File: src/rtl/sdlc_pkg.sv
// Shared constants and types for the serial DAC load control block.
package sdlc_pkg;

    // ************************************************************
    // Word format and channel layout
    // ************************************************************
    localparam int SDLC_WORD_BITS = 16;
    localparam int SDLC_CHANNELS = 8;
    localparam int SDLC_CODE_BITS = 10;
    localparam int SDLC_CH_BITS = 3;
    localparam int SDLC_CNT_BITS = 5;
    localparam int SDLC_CTRL_BIT = 15;
    localparam int SDLC_ADDR_MSB = 14;
    localparam int SDLC_ADDR_LSB = 12;
    localparam int SDLC_REFSEL_BIT = 0;
    localparam logic [SDLC_CNT_BITS-1:0] SDLC_LAST_EDGE = 5'h0F;
    localparam logic [SDLC_CODE_BITS-1:0] SDLC_CLEAR_CODE = 10'h200;
    localparam logic [SDLC_CODE_BITS-1:0] SDLC_ZERO_CODE = 10'h000;
    // Idle pin levels; bit order clock, frame, data, load, power.
    localparam logic [4:0] SDLC_PIN_IDLE = 5'h1B;

    // ************************************************************
    // Timing
    // ************************************************************
    localparam int SDLC_SYS_PERIOD_NS = 8;
    localparam int SDLC_SCLK_PERIOD_NS = 64;
    localparam int SDLC_STROBE_MIN_NS = 40;
    localparam int SDLC_HALF_CYC =
        SDLC_SCLK_PERIOD_NS / (2 * SDLC_SYS_PERIOD_NS);
    localparam int SDLC_STROBE_CYC =
        (SDLC_STROBE_MIN_NS + SDLC_SYS_PERIOD_NS - 1) / SDLC_SYS_PERIOD_NS;
    localparam int SDLC_TMR_BITS = 4;

    typedef enum logic [2:0] {
        SDLC_IDLE,
        SDLC_SHIFT,
        SDLC_CLOSE,
        SDLC_STROBE
    } sdlc_host_state_t;

endpackage : sdlc_pkg

File: src/rtl/sdlc_link_if.sv
// Pin bundle between the serial DAC host and the DAC input logic.
`timescale 1ns/1ps
interface sdlc_link_if;
    logic frame_sync_n;
    logic serial_clock;
    logic serial_data_in;
    logic load_outputs_n;
    logic clear_outputs_n;
    logic low_power_request_n;

    modport device (
        input frame_sync_n,
        input serial_clock,
        input serial_data_in,
        input load_outputs_n,
        input clear_outputs_n,
        input low_power_request_n
    );

    modport host (
        output frame_sync_n,
        output serial_clock,
        output serial_data_in,
        output load_outputs_n,
        output clear_outputs_n,
        output low_power_request_n
    );
endinterface : sdlc_link_if

File: src/rtl/sdlc_device.sv
// DAC input logic: serial word capture, data and DAC registers, clear.
//
// Function
// - low power request low stops shifting and loading; clear still acts
// - shift only while frame sync low
// - capture data on serial clock falling edges
// - one sixteen bit word per frame; device takes another word per further sixteen edges in a frame
// - load strobe low copies all data registers
// - load low at sixteenth edge auto-updates
// - clear low clears outputs without clock
// - host keeps clock duty forty to sixty
// - control word selects external reference per DAC
`timescale 1ns/1ps
module sdlc_device
    import sdlc_pkg::*;
#(
    parameter int CHANNELS = SDLC_CHANNELS,
    parameter int CODE_BITS = SDLC_CODE_BITS
) (
    input wire logic sys_clk_in,        // System clock, 125 MHz.
    input wire logic arst_n_in,         // Asynchronous reset, active low.
    sdlc_link_if.device link,           // Serial pins from the host.
    output logic [CHANNELS*CODE_BITS-1:0] dac_code_out, // DAC registers.
    output logic [CHANNELS-1:0] ext_ref_sel_out, // External reference select, one bit per DAC.
    output logic low_power_out,         // Device is in low power state.
    output logic word_done_out          // One pulse per accepted word.
);

    // ************************************************************
    // Pin synchronisers
    // ************************************************************
    // Bit order: clock, frame, data, load, power.
    localparam int NSYNC = 5;
    logic [NSYNC-1:0] sync1_q;
    logic [NSYNC-1:0] sync2_q;
    logic sclk_prev_q;
    logic [NSYNC-1:0] pins_raw;

    assign pins_raw = {link.low_power_request_n, link.load_outputs_n,
                       link.serial_data_in, link.frame_sync_n,
                       link.serial_clock};

    always_ff @(posedge sys_clk_in or negedge arst_n_in) begin
        if (!arst_n_in) begin
            sync1_q <= SDLC_PIN_IDLE;
            sync2_q <= SDLC_PIN_IDLE;
            sclk_prev_q <= 1'b1;
        end else begin
            sync1_q <= pins_raw;
            sync2_q <= sync1_q;
            sclk_prev_q <= sync2_q[0];
        end
    end

    logic sclk_s;
    logic frame_n_s;
    logic sdata_s;
    logic load_n_s;
    logic power_n_s;
    logic sclk_fall;

    assign sclk_s = sync2_q[0];
    assign frame_n_s = sync2_q[1];
    assign sdata_s = sync2_q[2];
    assign load_n_s = sync2_q[3];
    assign power_n_s = sync2_q[4];
    assign sclk_fall = sclk_prev_q && !sclk_s;

    // ************************************************************
    // Input shift register
    // ************************************************************
    logic [SDLC_WORD_BITS-1:0] shift_q;
    logic [SDLC_WORD_BITS-1:0] shift_d;
    logic [SDLC_CNT_BITS-1:0] cnt_q;
    logic [SDLC_CNT_BITS-1:0] cnt_d;
    logic word_ok;
    logic [SDLC_WORD_BITS-1:0] word_full;
    logic done_d;
    logic done_q;
    logic lowp_q;

    assign word_full = {shift_q[SDLC_WORD_BITS-2:0], sdata_s};

    always_comb begin
        shift_d = shift_q;
        cnt_d = cnt_q;
        word_ok = 1'b0;
        if (!power_n_s) begin
            // In low power the shift register and counter stop toggling, which is the point of it.
            cnt_d = '0;
        end else if (frame_n_s) begin
            // A word cut short by the frame is thrown away, never loaded.
            cnt_d = '0;
        end else if (sclk_fall) begin
            shift_d = word_full;
            if (cnt_q == SDLC_LAST_EDGE) begin
                word_ok = 1'b1;
                cnt_d = '0;
            end else begin
                cnt_d = cnt_q + 5'h01;
            end
        end
        done_d = word_ok;
    end

    always_ff @(posedge sys_clk_in or negedge arst_n_in) begin
        if (!arst_n_in) begin
            shift_q <= '0;
            cnt_q <= '0;
            done_q <= 1'b0;
            lowp_q <= 1'b0;
        end else begin
            shift_q <= shift_d;
            cnt_q <= cnt_d;
            done_q <= done_d;
            lowp_q <= !power_n_s;
        end
    end

    // ************************************************************
    // Data registers, DAC registers and reference select
    // ************************************************************
    logic [CODE_BITS-1:0] data_q [CHANNELS];
    logic [CODE_BITS-1:0] data_d [CHANNELS];
    logic [CODE_BITS-1:0] dac_q [CHANNELS];
    logic [CODE_BITS-1:0] dac_d [CHANNELS];
    logic [CHANNELS-1:0] ref_q;
    logic [CHANNELS-1:0] ref_d;
    logic [SDLC_CH_BITS-1:0] word_ch;
    logic update;

    assign word_ch = word_full[SDLC_ADDR_MSB:SDLC_ADDR_LSB];

    always_comb begin
        data_d = data_q;
        ref_d = ref_q;
        update = 1'b0;
        if (word_ok) begin
            if (word_full[SDLC_CTRL_BIT]) begin
                ref_d[word_ch] = word_full[SDLC_REFSEL_BIT];
            end else begin
                data_d[word_ch] = word_full[CODE_BITS-1:0];
            end
            if (!load_n_s) begin
                update = 1'b1;
            end
        end
        if (power_n_s && !load_n_s) begin
            update = 1'b1;
        end
        dac_d = dac_q;
        if (update) begin
            dac_d = data_d;
        end
    end

    // Data registers only see the system reset; clear acts on outputs.
    always_ff @(posedge sys_clk_in or negedge arst_n_in) begin
        if (!arst_n_in) begin
            for (int i = 0; i < CHANNELS; i++) begin
                data_q[i] <= SDLC_ZERO_CODE;
            end
        end else begin
            data_q <= data_d;
        end
    end

    // The clear pin is an asynchronous reset of the output stage, so
    // it acts with no clock at all. Its release passes two flip-flops,
    // so letting go of clear can never race an update edge.
    logic clr_pin_n;
    logic [1:0] clr_rel_q;
    logic clr_arst_n;
    assign clr_pin_n = arst_n_in && link.clear_outputs_n;

    always_ff @(posedge sys_clk_in or negedge clr_pin_n) begin
        if (!clr_pin_n) begin
            clr_rel_q <= 2'h0;
        end else begin
            clr_rel_q <= {clr_rel_q[0], 1'b1};
        end
    end

    assign clr_arst_n = clr_rel_q[1];

    always_ff @(posedge sys_clk_in or negedge clr_arst_n) begin
        if (!clr_arst_n) begin
            for (int i = 0; i < CHANNELS; i++) begin
                dac_q[i] <= SDLC_CLEAR_CODE;
            end
            ref_q <= '0;
        end else begin
            dac_q <= dac_d;
            ref_q <= ref_d;
        end
    end

    // ************************************************************
    // Outputs
    // ************************************************************
    always_comb begin
        for (int i = 0; i < CHANNELS; i++) begin
            dac_code_out[i*CODE_BITS +: CODE_BITS] = dac_q[i];
        end
    end

    assign ext_ref_sel_out = ref_q;
    assign low_power_out = lowp_q;
    assign word_done_out = done_q;

endmodule : sdlc_device

File: src/flat_wrapper.sv
// flat-port wrapper written by rule: the top's interface ports become plain ports
module sdlc_device_flat import sdlc_pkg::*;
#(
    parameter int CHANNELS = SDLC_CHANNELS,
    parameter int CODE_BITS = SDLC_CODE_BITS
)
  (sys_clk_in, arst_n_in, dac_code_out, ext_ref_sel_out, low_power_out, word_done_out, link_frame_sync_n, link_serial_clock, link_serial_data_in, link_load_outputs_n, link_clear_outputs_n, link_low_power_request_n);
  sdlc_link_if link_i ();
  input wire logic sys_clk_in;
  input wire logic arst_n_in;
  output logic [CHANNELS*CODE_BITS-1:0] dac_code_out;
  output logic [CHANNELS-1:0] ext_ref_sel_out;
  output logic low_power_out;
  output logic word_done_out;
  input wire logic [$bits(link_i.frame_sync_n)-1:0] link_frame_sync_n;
  input wire logic [$bits(link_i.serial_clock)-1:0] link_serial_clock;
  input wire logic [$bits(link_i.serial_data_in)-1:0] link_serial_data_in;
  input wire logic [$bits(link_i.load_outputs_n)-1:0] link_load_outputs_n;
  input wire logic [$bits(link_i.clear_outputs_n)-1:0] link_clear_outputs_n;
  input wire logic [$bits(link_i.low_power_request_n)-1:0] link_low_power_request_n;
  assign link_i.frame_sync_n = link_frame_sync_n;
  assign link_i.serial_clock = link_serial_clock;
  assign link_i.serial_data_in = link_serial_data_in;
  assign link_i.load_outputs_n = link_load_outputs_n;
  assign link_i.clear_outputs_n = link_clear_outputs_n;
  assign link_i.low_power_request_n = link_low_power_request_n;
  sdlc_device #(.CHANNELS(CHANNELS), .CODE_BITS(CODE_BITS)) u_core (.sys_clk_in(sys_clk_in), .arst_n_in(arst_n_in), .link(link_i), .dac_code_out(dac_code_out), .ext_ref_sel_out(ext_ref_sel_out), .low_power_out(low_power_out), .word_done_out(word_done_out));
endmodule
File: config.mk
export PLATFORM = sky130hd
export DESIGN_NAME = sdlc_device_flat
export DESIGN_NICKNAME = d
export VERILOG_FILES = /design/src/rtl/sdlc_pkg.sv /design/src/rtl/sdlc_link_if.sv /design/src/rtl/sdlc_device.sv /design/src/flat_wrapper.sv
export SDC_FILE = /design/constraint.sdc
export NUM_CORES = 1
export LEC_CHECK = 0
export BUFFER_PORTS_ARGS = -buffer_cell sky130_fd_sc_hd__buf_4
export CORE_ASPECT_RATIO = 0.9
export CORE_MARGIN = 2
export CORE_UTILIZATION = 35
export DETAILED_ROUTE_END_ITERATION = 6
export SETUP_SLACK_MARGIN = 0.3
export SLEW_MARGIN = 25
export SYNTH_ARGS = -nofsm -noshare
export SYNTH_HDL_FRONTEND = slang
export SYNTH_SLANG_ARGS = --single-unit
File: constraint.sdc
create_clock -name sys_clk_in -period 7.25 [get_ports sys_clk_in]
set_clock_uncertainty 0.2 [all_clocks]
set_input_delay 1.45 -clock sys_clk_in [delete_from_list [all_inputs] [get_ports sys_clk_in]]
set_output_delay 1.45 -clock sys_clk_in [all_outputs]
set_load 0.01 [all_outputs]
**After elaboration in Yosys (flattened, before gate mapping)**

Index checks and enable logic that the tools add are counted.

- Add/sub/neg operators: 1
- $lt $le $gt $ge: 4
- Eq/ne operators: 2
- Mux-type cells: 19
- Bitwise operators: 2
- Reductions and logical operators: 10

Operators with widths:

| cell | number |
|---|---|
| $mux W80 | 2 |
| $bwmux W80 | 1 |
| $demux W10 S3 | 1 |
| $mux W5 | 4 |
| $mux W10 | 1 |
| $bwmux W8 | 1 |
| $mux W1 | 8 |
| $add A5 B1 Y5 const B | 1 |
| $eq A5 B4 Y1 const B | 1 |
| $logic_and A1 B1 Y1 | 5 |
| $ge A4 B4 Y1 const B | 1 |
| $lt A3 B4 Y1 const B | 1 |
| $lt A4 B1 Y1 const B | 1 |
| $not A3 Y4 | 1 |
| $demux W1 S3 | 1 |
| $ge A3 B1 Y1 const B | 1 |
| $logic_not A1 Y1 | 3 |
| $ne A3 B3 Y1 const B | 1 |
| $reduce_and A3 Y1 | 1 |
| $reduce_and A2 Y1 | 1 |
| $not A1 Y1 | 1 |

- Flip-flop bits (word level): 203
- Input bits: 8
- Output and inout bits: 90
- Logic and storage cells: 63

**Depth between registers and ports, before layout**

Gate-level depths: netlist of run 1.

- Word-level depth: 8
- Mapped depth: 7
- Depth with buffers taken out: 4

**Worst setup path before layout of run 1**

OpenSTA, ideal clock, no wires.

- Kind: register to output
- Start: reg u_core.dac_q, in the netlist u_core.dac_code_out[19]
- End: out dac_code_out[19]
- Arrival: 0.529 ns
- Required time: 5.600 ns
- Slack: 5.071 ns
- Cell stages (with the launch flop): 1
- Buffers on the path: 0
- Path through: dfstp_2

RTL lines:

| what | RTL line | source |
|---|---|---|
| from (decl) | sdlc_device.sv:125 | `logic [CODE_BITS-1:0] dac_q [CHANNELS];` |
| from (signal, indexed assignment) | sdlc_device.sv:189 | `dac_q[i] <= SDLC_CLEAR_CODE;` |
| from (signal assigned) | sdlc_device.sv:193 | `dac_q <= dac_d;` |
| to (decl) | flat_wrapper.sv:11 | `output logic [CHANNELS*CODE_BITS-1:0] dac_code_out;` |

No word-level cell between the ends.

**Worst setup path after layout of run 1**

- Start: reg u_core.shift_q[12]
- End: reg u_core.dac_q, in the netlist u_core.dac_code_out[24]

- Longest elaborated chain between the ends: 8
- Elaborated cells on any way between the ends: 9
- Classes of those cells: order compare: 2; mux: 5; bitwise: 1; reduce/logical: 1

Ends and longest elaborated chain:

| what | RTL line | source |
|---|---|---|
| from (decl) | sdlc_device.sv:72 | `logic [SDLC_WORD_BITS-1:0] shift_q;` |
| from (signal assigned) | sdlc_device.sv:113 | `shift_q <= shift_d;` |
| $not A3 Y4 (implied by the code) (*) | sdlc_device.sv:142 | `data_d[word_ch] = word_full[CODE_BITS-1:0];` |
| $ge A4 B4 Y1 (implied by the code) or $lt A4 B1 Y1 (tied branches) | sdlc_device.sv:142 |  |
| $logic_and A1 B1 Y1 (implied by the code) | sdlc_device.sv:142 |  |
| $mux W10 (implied by the code) | sdlc_device.sv:142 |  |
| $demux W10 S3 (*) | sdlc_device.sv:142 |  |
| $bwmux W80 (*) | sdlc_device.sv:142 |  |
| $mux W80 (*) | sdlc_device.sv:139 | `if (word_full[SDLC_CTRL_BIT]) begin` |
| $mux W80 (*) | sdlc_device.sv:138 | `if (word_ok) begin` |

Every way passes the cells marked *; elsewhere a longest branch is shown, timed or not.
A chain may end at the register's enable or synchronous reset.

==> results.txt, run 1 <==
The flow ran to the end, and the final reports show no timing, DRC or antenna violations. In the post-synthesis netlist, the biggest area contributors are sky130_fd_sc_hd__dfrtp_1, sky130_fd_sc_hd__o31ai_4, sky130_fd_sc_hd__nand4_1. Max-cap violations in this run came to 0. For this design the ratio of total power to cell area is 238 nW/µm². Counting the buffers created by CTS gives 23.

Input and output buffers added on the ports amount to 97. Counting every instance in the synthesized netlist gives 835. At the end of routability-driven placement, the weighted congestion stood at 0.794. In this run the remaining antenna-violating nets after routing total 0. TritonCTS built the clock tree.

In the global route stage, overall resource usage came out at 17.5%. Relative to the synthesized area, the layout overhead comes to 16.7%. In the final layout, the multi-input gates occupy 4010 µm².

The synthesized flop and latch total works out to 203. The number of fillers in the final layout is 2625. No sink is reached through more buffers than the 3 on the longest clock path. The pre-antenna-repair detailed-routing pass consisted of 5 iterations. The run gives 57 as the row count. The tools report the total DRC errors in the routed layout as 0. The Yosys step of the flow raised 0 warnings. The final instance area was 11200 µm². Summed over all failing endpoints, the final setup total negative slack is 0 ps. Dividing the synthesized area by the synthesized cell count gives 11.5 µm². The initial core utilization is 35.5%, and the number of hold-slack violations in the final timing report is 0.

Once the clock tree was built, the resizer swapped 0 gates to a different size. The tree is rooted in a sky130_fd_sc_hd__clkbuf_16. Summed over all layers, the global routing overflow is 0. The total placed instance area was 10400 µm². The count of cell types in the netlist is 44, and the netlist area before placement is 9570 µm².

Counting every net in the synthesized netlist gives 844. In this run the post-CTS setup repair buffer count came out at 0. For the number of endpoints failing setup at the final stage, the log shows 0. Area of the placeable core: 27000 µm². Derived from the worst setup path, the maximum achievable clock frequency is 0.349 GHz. The tools report the relative slew slack as 31.6%. STA puts the critical path data required time at 7400 ps. Setup repair after global routing left no endpoint under its margin.

In the layout the commonest cells are sky130_fd_sc_hd__dfrtp_1, sky130_fd_sc_hd__nand2_1, sky130_fd_sc_hd__buf_4, sky130_fd_sc_hd__nand4_1, sky130_fd_sc_hd__nor2_1. During I/O placement, the number of pins put on the boundary was 98. The initial antenna violation count was 0. In the finished design, the share of the clock period the worst path needs comes to 39.5%. For the number of pins exceeding their max-slew limit in the final report, the log shows 0.

At the pin with the least slew margin, the transition time is 1030 ps. The half-perimeter wire length after placement came out at 15700 µm. Of the cells placed in the final design, the portion with a size suffix greater than 1 is 27.7%. Entering global routing, the biggest net connects 103 pins. Leading register cell type out of synthesis: sky130_fd_sc_hd__dfrtp_1. The proportion of register bits with asynchronous set or reset after synthesis is 100%, and the register area is 5100 µm². Buffers inserted to repair hold after CTS numbered 0.

The tools report the kind of end point of the critical path as a register. The worst hold slack came out at 75.4 ps. The maximum fanout along the worst path was 39. The cell depth of the worst flop-to-flop path is 4, and the die outline area is 28700 µm².

In the routed layout, each cell is associated on average with a via count of 5.45. The min-delay analysis places its worst path in the category reg2async. The detailed router finished its first iteration with 661 violations. After clock tree synthesis, the clock-pin slew on the worst setup and hold paths is 60 ps. Data arrives at the worst endpoint at 3010 ps. For the wire length of the first global-routing pass, the log shows 39700 µm.

Dividing the detail-routed wire length by the instance count gives 19.7 µm. The setup slack on the worst flop-to-flop path is 4380 ps, and the die extent in x is 178 µm. The maximum level of the CTS H-tree is 1. The proportion of netlist area held by the largest area contributor works out to 48.6%.

The number of antenna diodes in the final layout is 0. CTS saw 203 sinks. IR analysis of the VDD net gives a maximum drop of 135 µV. Via count of the first global-routing pass: 6614.

The library cell used most frequently in the layout, excluding fill and tap cells, is sky130_fd_sc_hd__dfrtp_1. The run gives 6791 as the total number of vias. The dominant cell type by area after synthesis is sky130_fd_sc_hd__dfrtp_1.

Clock latency on the worst-skew pair: 510 ps. The worst reg2reg path endpoint is u_core.dac_code_out[24]. The worst setup path is of the reg2reg kind.

Vertical extent of the die: 161 µm. In this run, synthesis inferred 0 flip-flops with an integrated enable. Total number of nets in the final design: 891.

At the end of the flow the core is filled with cells to 41.4%. The shortest clock period the worst path allows after layout is 2870 ps. In this run the critical register-to-register path is launched from u_core.shift_q[12]. Leakage dissipation: 5.06 nW. STA classifies the critical path startpoint as a register. For this run, the register share of the synthesized area comes to 53.3%. The aggregate routed wire length was 24600 µm.
[state kept, by name, indices dropped and copies added, names as in the netlist]
signal / cells
u_core.ext_ref_sel_out: 8
u_core.sync2_q: 5
u_core.word_done_out: 1
u_core.dac_code_out: 80
u_core.cnt_q: 5
u_core.sync1_q: 5
u_core.sclk_prev_q: 1
u_core.clr_rel_q: 2
u_core.data_q: 80
u_core.low_power_out: 1
u_core.shift_q: 15
[cells in the mapped netlist, types with 3 or more instances]
cell type and number:
sky130_fd_sc_hd__and4bb_1 13, sky130_fd_sc_hd__nor4b_2 10, sky130_fd_sc_hd__buf_6 6, sky130_fd_sc_hd__nand2_1 125
sky130_fd_sc_hd__or4b_1 3, sky130_fd_sc_hd__mux2_1 8, sky130_fd_sc_hd__a31oi_1 80, sky130_fd_sc_hd__o31ai_4 40
sky130_fd_sc_hd__nand4_1 86, sky130_fd_sc_hd__o31ai_1 16, sky130_fd_sc_hd__nor4bb_1 7, sky130_fd_sc_hd__buf_2 40
sky130_fd_sc_hd__buf_4 12, sky130_fd_sc_hd__nor2_1 83, sky130_fd_sc_hd__and4b_1 11, sky130_fd_sc_hd__buf_1 9
sky130_fd_sc_hd__dfstp_2 17, sky130_fd_sc_hd__clkbuf_1 24, sky130_fd_sc_hd__nand4bb_1 4, sky130_fd_sc_hd__dfrtp_1 186
sky130_fd_sc_hd__o31ai_2 24, sky130_fd_sc_hd__nand3_1 3
[stage by stage]
stage / std cells / total power [mW] / setup WS [ps]
global placement: 1210 / 1.52 / 4010
global route: 1247 / 2.77 / 4200
finish: 1247 / 2.66 / 4380
floorplan: 835 / 1.38 / 4370
detailed placement: 1210 / 1.52 / 4020
CTS: 1246 / 2.69 / 4320
[where the power goes]
group / leakage (nW) / total (mW) / internal, mW / switching (mW)
Sequential: 2.62 / 1.26 / 1.20 / 0.0560
Combinational: 2.07 / 0.233 / 0.108 / 0.125
Clock: 0.364 / 1.17 / 0.723 / 0.450
Total: 5.06 / 2.66 / 2.03 / 0.630
[area by class of cell]
| type | instances | area share (%) |
|---|---|---|
| well taps | 354 | 3.97 |
| multi-input cells | 539 | 35.9 |
| repair buffers | 113 | 7.69 |
| flip-flops and latches | 203 | 45.7 |
| clock buffers | 32 | 5.81 |
| inverters | 2 | 0.0672 |
| clock inverters | 4 | 0.851 |
[layer usage]
metal	up-vias	track usage, %	part of all wire [%]
li1	3194	-	-
met1	3379	27.5	49
met3	37	2.82	4.8
met2	181	25.2	44
met4	0	4.07	2.2
met5	-	0	0
[logic make-up (layout without fill, tap and decap cells)]
kind of cell | after synthesis | count (layout) | share of synthesized area [%]
multiplexers | 8 | 8 | 0.941
AND/OR/NAND/NOR | 362 | 362 | 21.5
buffers and inverters | 93 | 151 | 5.11
AO/OA/AOI/OAI | 166 | 166 | 18.9
adder cells (fa/ha/maj) | 1 | 1 | 0.131
other | 1 | 1 | 0.0392
XOR/XNOR | 1 | 1 | 0.0915
flip-flops | 203 | 203 | 53.3
[critical path, stage by stage, from the launching register on]
cell,delay [ps]
sky130_fd_sc_hd__dfrtp_1,630
sky130_fd_sc_hd__buf_4,460
sky130_fd_sc_hd__or4b_2,970
sky130_fd_sc_hd__o31ai_4,300
sky130_fd_sc_hd__a31oi_1,110
[worst max path at each step]
stage / start / end / cells past startpoint
4_1_cts: u_core.shift_q[12] / u_core.dac_code_out[24] / 4
6_report: u_core.shift_q[12] / u_core.dac_code_out[24] / 4
3_5_place_dp: arst_n_in / u_core.clr_rel_q[1] / 3
3_3_place_gp: arst_n_in / u_core.clr_rel_q[1] / 3
2_1_floorplan: u_core.clr_rel_q[1] / u_core.dac_code_out[0] / 0
5_1_grt: u_core.cnt_q[0] / u_core.ext_ref_sel_out[2] / 5
(Power assumes the default switching activity.)
==> run 2: changes to the inputs <==
==> constraint.sdc (replaced) <==
create_clock -name sys_clk_in -period 2.95 [get_ports sys_clk_in]
set_clock_uncertainty 0.2 [all_clocks]
set_input_delay 0.59 -clock sys_clk_in [delete_from_list [all_inputs] [get_ports sys_clk_in]]
set_output_delay 0.59 -clock sys_clk_in [all_outputs]
set_load 0.01 [all_outputs]
==> results.txt, run 2 (same netlist as run 1, synthesis figures left out) <==
In this run the tool buffered the top-level ports with 97 buffer cells. The run gives 127 ps as the worst hold slack. The worst setup slack after layout was 554 ps; the initial core utilization was 35.5%.

The die extent in x works out to 178 µm. The tools report the initial antenna violation count as 0. At the placement stage, the worst setup path has a slack of 455 ps. The critical path class was reg2reg. CTS placed an instance of sky130_fd_sc_hd__clkbuf_16 at the clock tree root. In this run the worst hold path is classified as reg2async. The clock passes through at most 3 buffers. The top-level port count is 98.

The logs give 0 for the number of hold-slack violations in the final timing report and 24 for the clock buffer count from CTS. In the routed layout, each cell is associated on average with a via count of 5.40. The finished cells cover 11600 µm².

The cell depth of the worst flop-to-flop path is 5. The tools report the wire length of the first global-routing pass as 39400 µm. Global routing finished with a remaining overflow of 0. The maximum level of the CTS H-tree was 1.

In the routed design, unresolved DRC markers number 0. Summed over all layers, the routed wires come to 24900 µm. The vertical extent of the die is 161 µm.

The tools report the number of sinks driven by the clock tree as 203. In the layout the commonest cells are sky130_fd_sc_hd__dfrtp_1, sky130_fd_sc_hd__nand2_1, sky130_fd_sc_hd__buf_4, sky130_fd_sc_hd__nand4_1, sky130_fd_sc_hd__nor2_1. Setup repair after global routing left no endpoint under its margin. The measured slew at the worst slew-check pin was 938 ps; the maximum number of pins on one net before global-route repair was 102. Leaving out fill and tap cells, the most frequent cell in the layout is sky130_fd_sc_hd__dfrtp_1. The start point of the critical path was u_core.cnt_q[0]. The detail route stage leaves a number of antenna-violating nets equal to 0. Row count: 57. The number of fillers in the final layout was 2601.

Total placed instance area: 10700 µm². TritonCTS built the clock tree. The reported max-cap violation count came out at 0.

The ratio of cells with drive above 1 in the final layout came out at 29.8%. The maximum fanout along the worst path was 38; the relative area change from synthesis to final layout was 21.2%. Clock-pin slew was measured on the worst setup and hold paths at 60 ps. Summed over all cells, the static leakage comes to 5.27 nW. The startpoint identified for the worst register-to-register timing path is u_core.cnt_q[0]. Setup violations remaining at the end of the flow were counted as 0. The total number of vias is 6929. The logs give 0 for the number of pins exceeding their max-slew limit in the final report and 691 for the number of DRC markers after the initial detailed-route iteration. Routability-driven placement finished with a final weighted congestion of 0.783. The final critical path takes up 81.2% of the cycle. The worst-case IR drop observed on VDD is 338 µV. The repair_antennas step left the layout with diodes totalling 0. For this run, the detailed router's first-pass iteration total came to 5.

The logs give 6669 for the via count of the first global-routing pass and 0.417 GHz for the maximum clock rate. The required time at the endpoint of the critical path was 3190 ps; the post-route setup TNS was 0 ps. The global routing usage summed across all routing layers is 17.4%, and the final instance count without filler cells is 1283. The floorplan step defined a die boundary enclosing 28700 µm². The total number of nets in the final design was 920. The core region is 27000 µm².

In this run, placement finished with an instance count of 1232. The kind of end point of the critical path was a register. The run gives 37.5% as the relative slew slack. The clock latency on the worst-skew pair is 530 ps. For the data arrival time of the critical path, the log shows 2630 ps.

The flow ran to the end, and the final reports show no timing, DRC or antenna violations. The routed design could run at a clock period as short as 2400 ps. The power per standard cell area came out at 576 nW/µm².

The wire-length estimate of the detail-placed layout is 16500 µm. The critical path startpoint category was a register. The average routed wire per standard cell was 19.4 µm.
run 2: cell types whose count changed in the layout (fill, tap and decap cells not counted), sizes merged:
cell | before | now
dlygate4sd3 | 0 | 7
clkinv | 1 | 4
bufinv | 3 | 0
buf | 113 | 134
inv | 2 | 3
clkinvlp | 0 | 2
clkbuf | 32 | 37
run 2: per-stage QoR:
stage                     util (%)  power [mW]
after floorplan                  -        3.38
after global placement        39.7        3.75
after detailed placement      39.7        3.76
after CTS                     43.0        6.75
after global routing          43.0        6.94
final                         43.0        6.67
run 2: critical path: stages (launching register included):
cell and delay [ps]:
sky130_fd_sc_hd__dfrtp_1 410, sky130_fd_sc_hd__ha_1 210, sky130_fd_sc_hd__and4b_2 750, sky130_fd_sc_hd__buf_12 250, sky130_fd_sc_hd__nand4_1 220, sky130_fd_sc_hd__a31oi_1 250
run 2: per-layer routing:
metal | GRT usage, % | vias up | wire, µm
met1 | 26.8 | 3467 | 12000
met5 | 0 | - | 0
met4 | 3.58 | 0 | 354
met3 | 2.84 | 30 | 1230
li1 | - | 3266 | -
met2 | 25.8 | 166 | 11300
run 2: worst paths after layout:
| check | end | slack [ps] |
|---|---|---|
| setup / recovery | u_core.dac_code_out[28] | 550 |
| hold / removal | u_core.ext_ref_sel_out[4] | 130 |
| setup reg to reg | u_core.dac_code_out[28] | 550 |
| hold reg to reg | u_core.ext_ref_sel_out[4] | 130 |
| max in group asynchronous | u_core.sync1_q[0] | 1440 |
| min in group sys_clk_in | u_core.sync2_q[2] | 150 |
run 2: cell type report:
| class | instances | area [µm²] | area share, % |
|---|---|---|---|
| sequential | 203 | 5100 | 44.0 |
| multi-input combinational | 539 | 4020 | 34.6 |
| timing repair buffer | 141 | 1210 | 10.5 |
| clock buffer | 37 | 759 | 6.55 |
| tap | 354 | 443 | 3.82 |
| clock inverter | 7 | 53.8 | 0.464 |
| inverter | 2 | 7.51 | 0.0647 |
run 2: what timing repair did:
item	in CTS	in global routing
hold endpoints to repair	44	0
setup endpoints to repair	0	5
gates resized for setup	0	1
hold buffers	7	0
buffers inserted	0	0
run 2: power breakdown:
part           internal, mW  leakage [nW]  switching (mW)
combinational         0.293          2.24           0.313
sequential             2.95          2.62           0.141
clock                  1.77         0.398            1.20
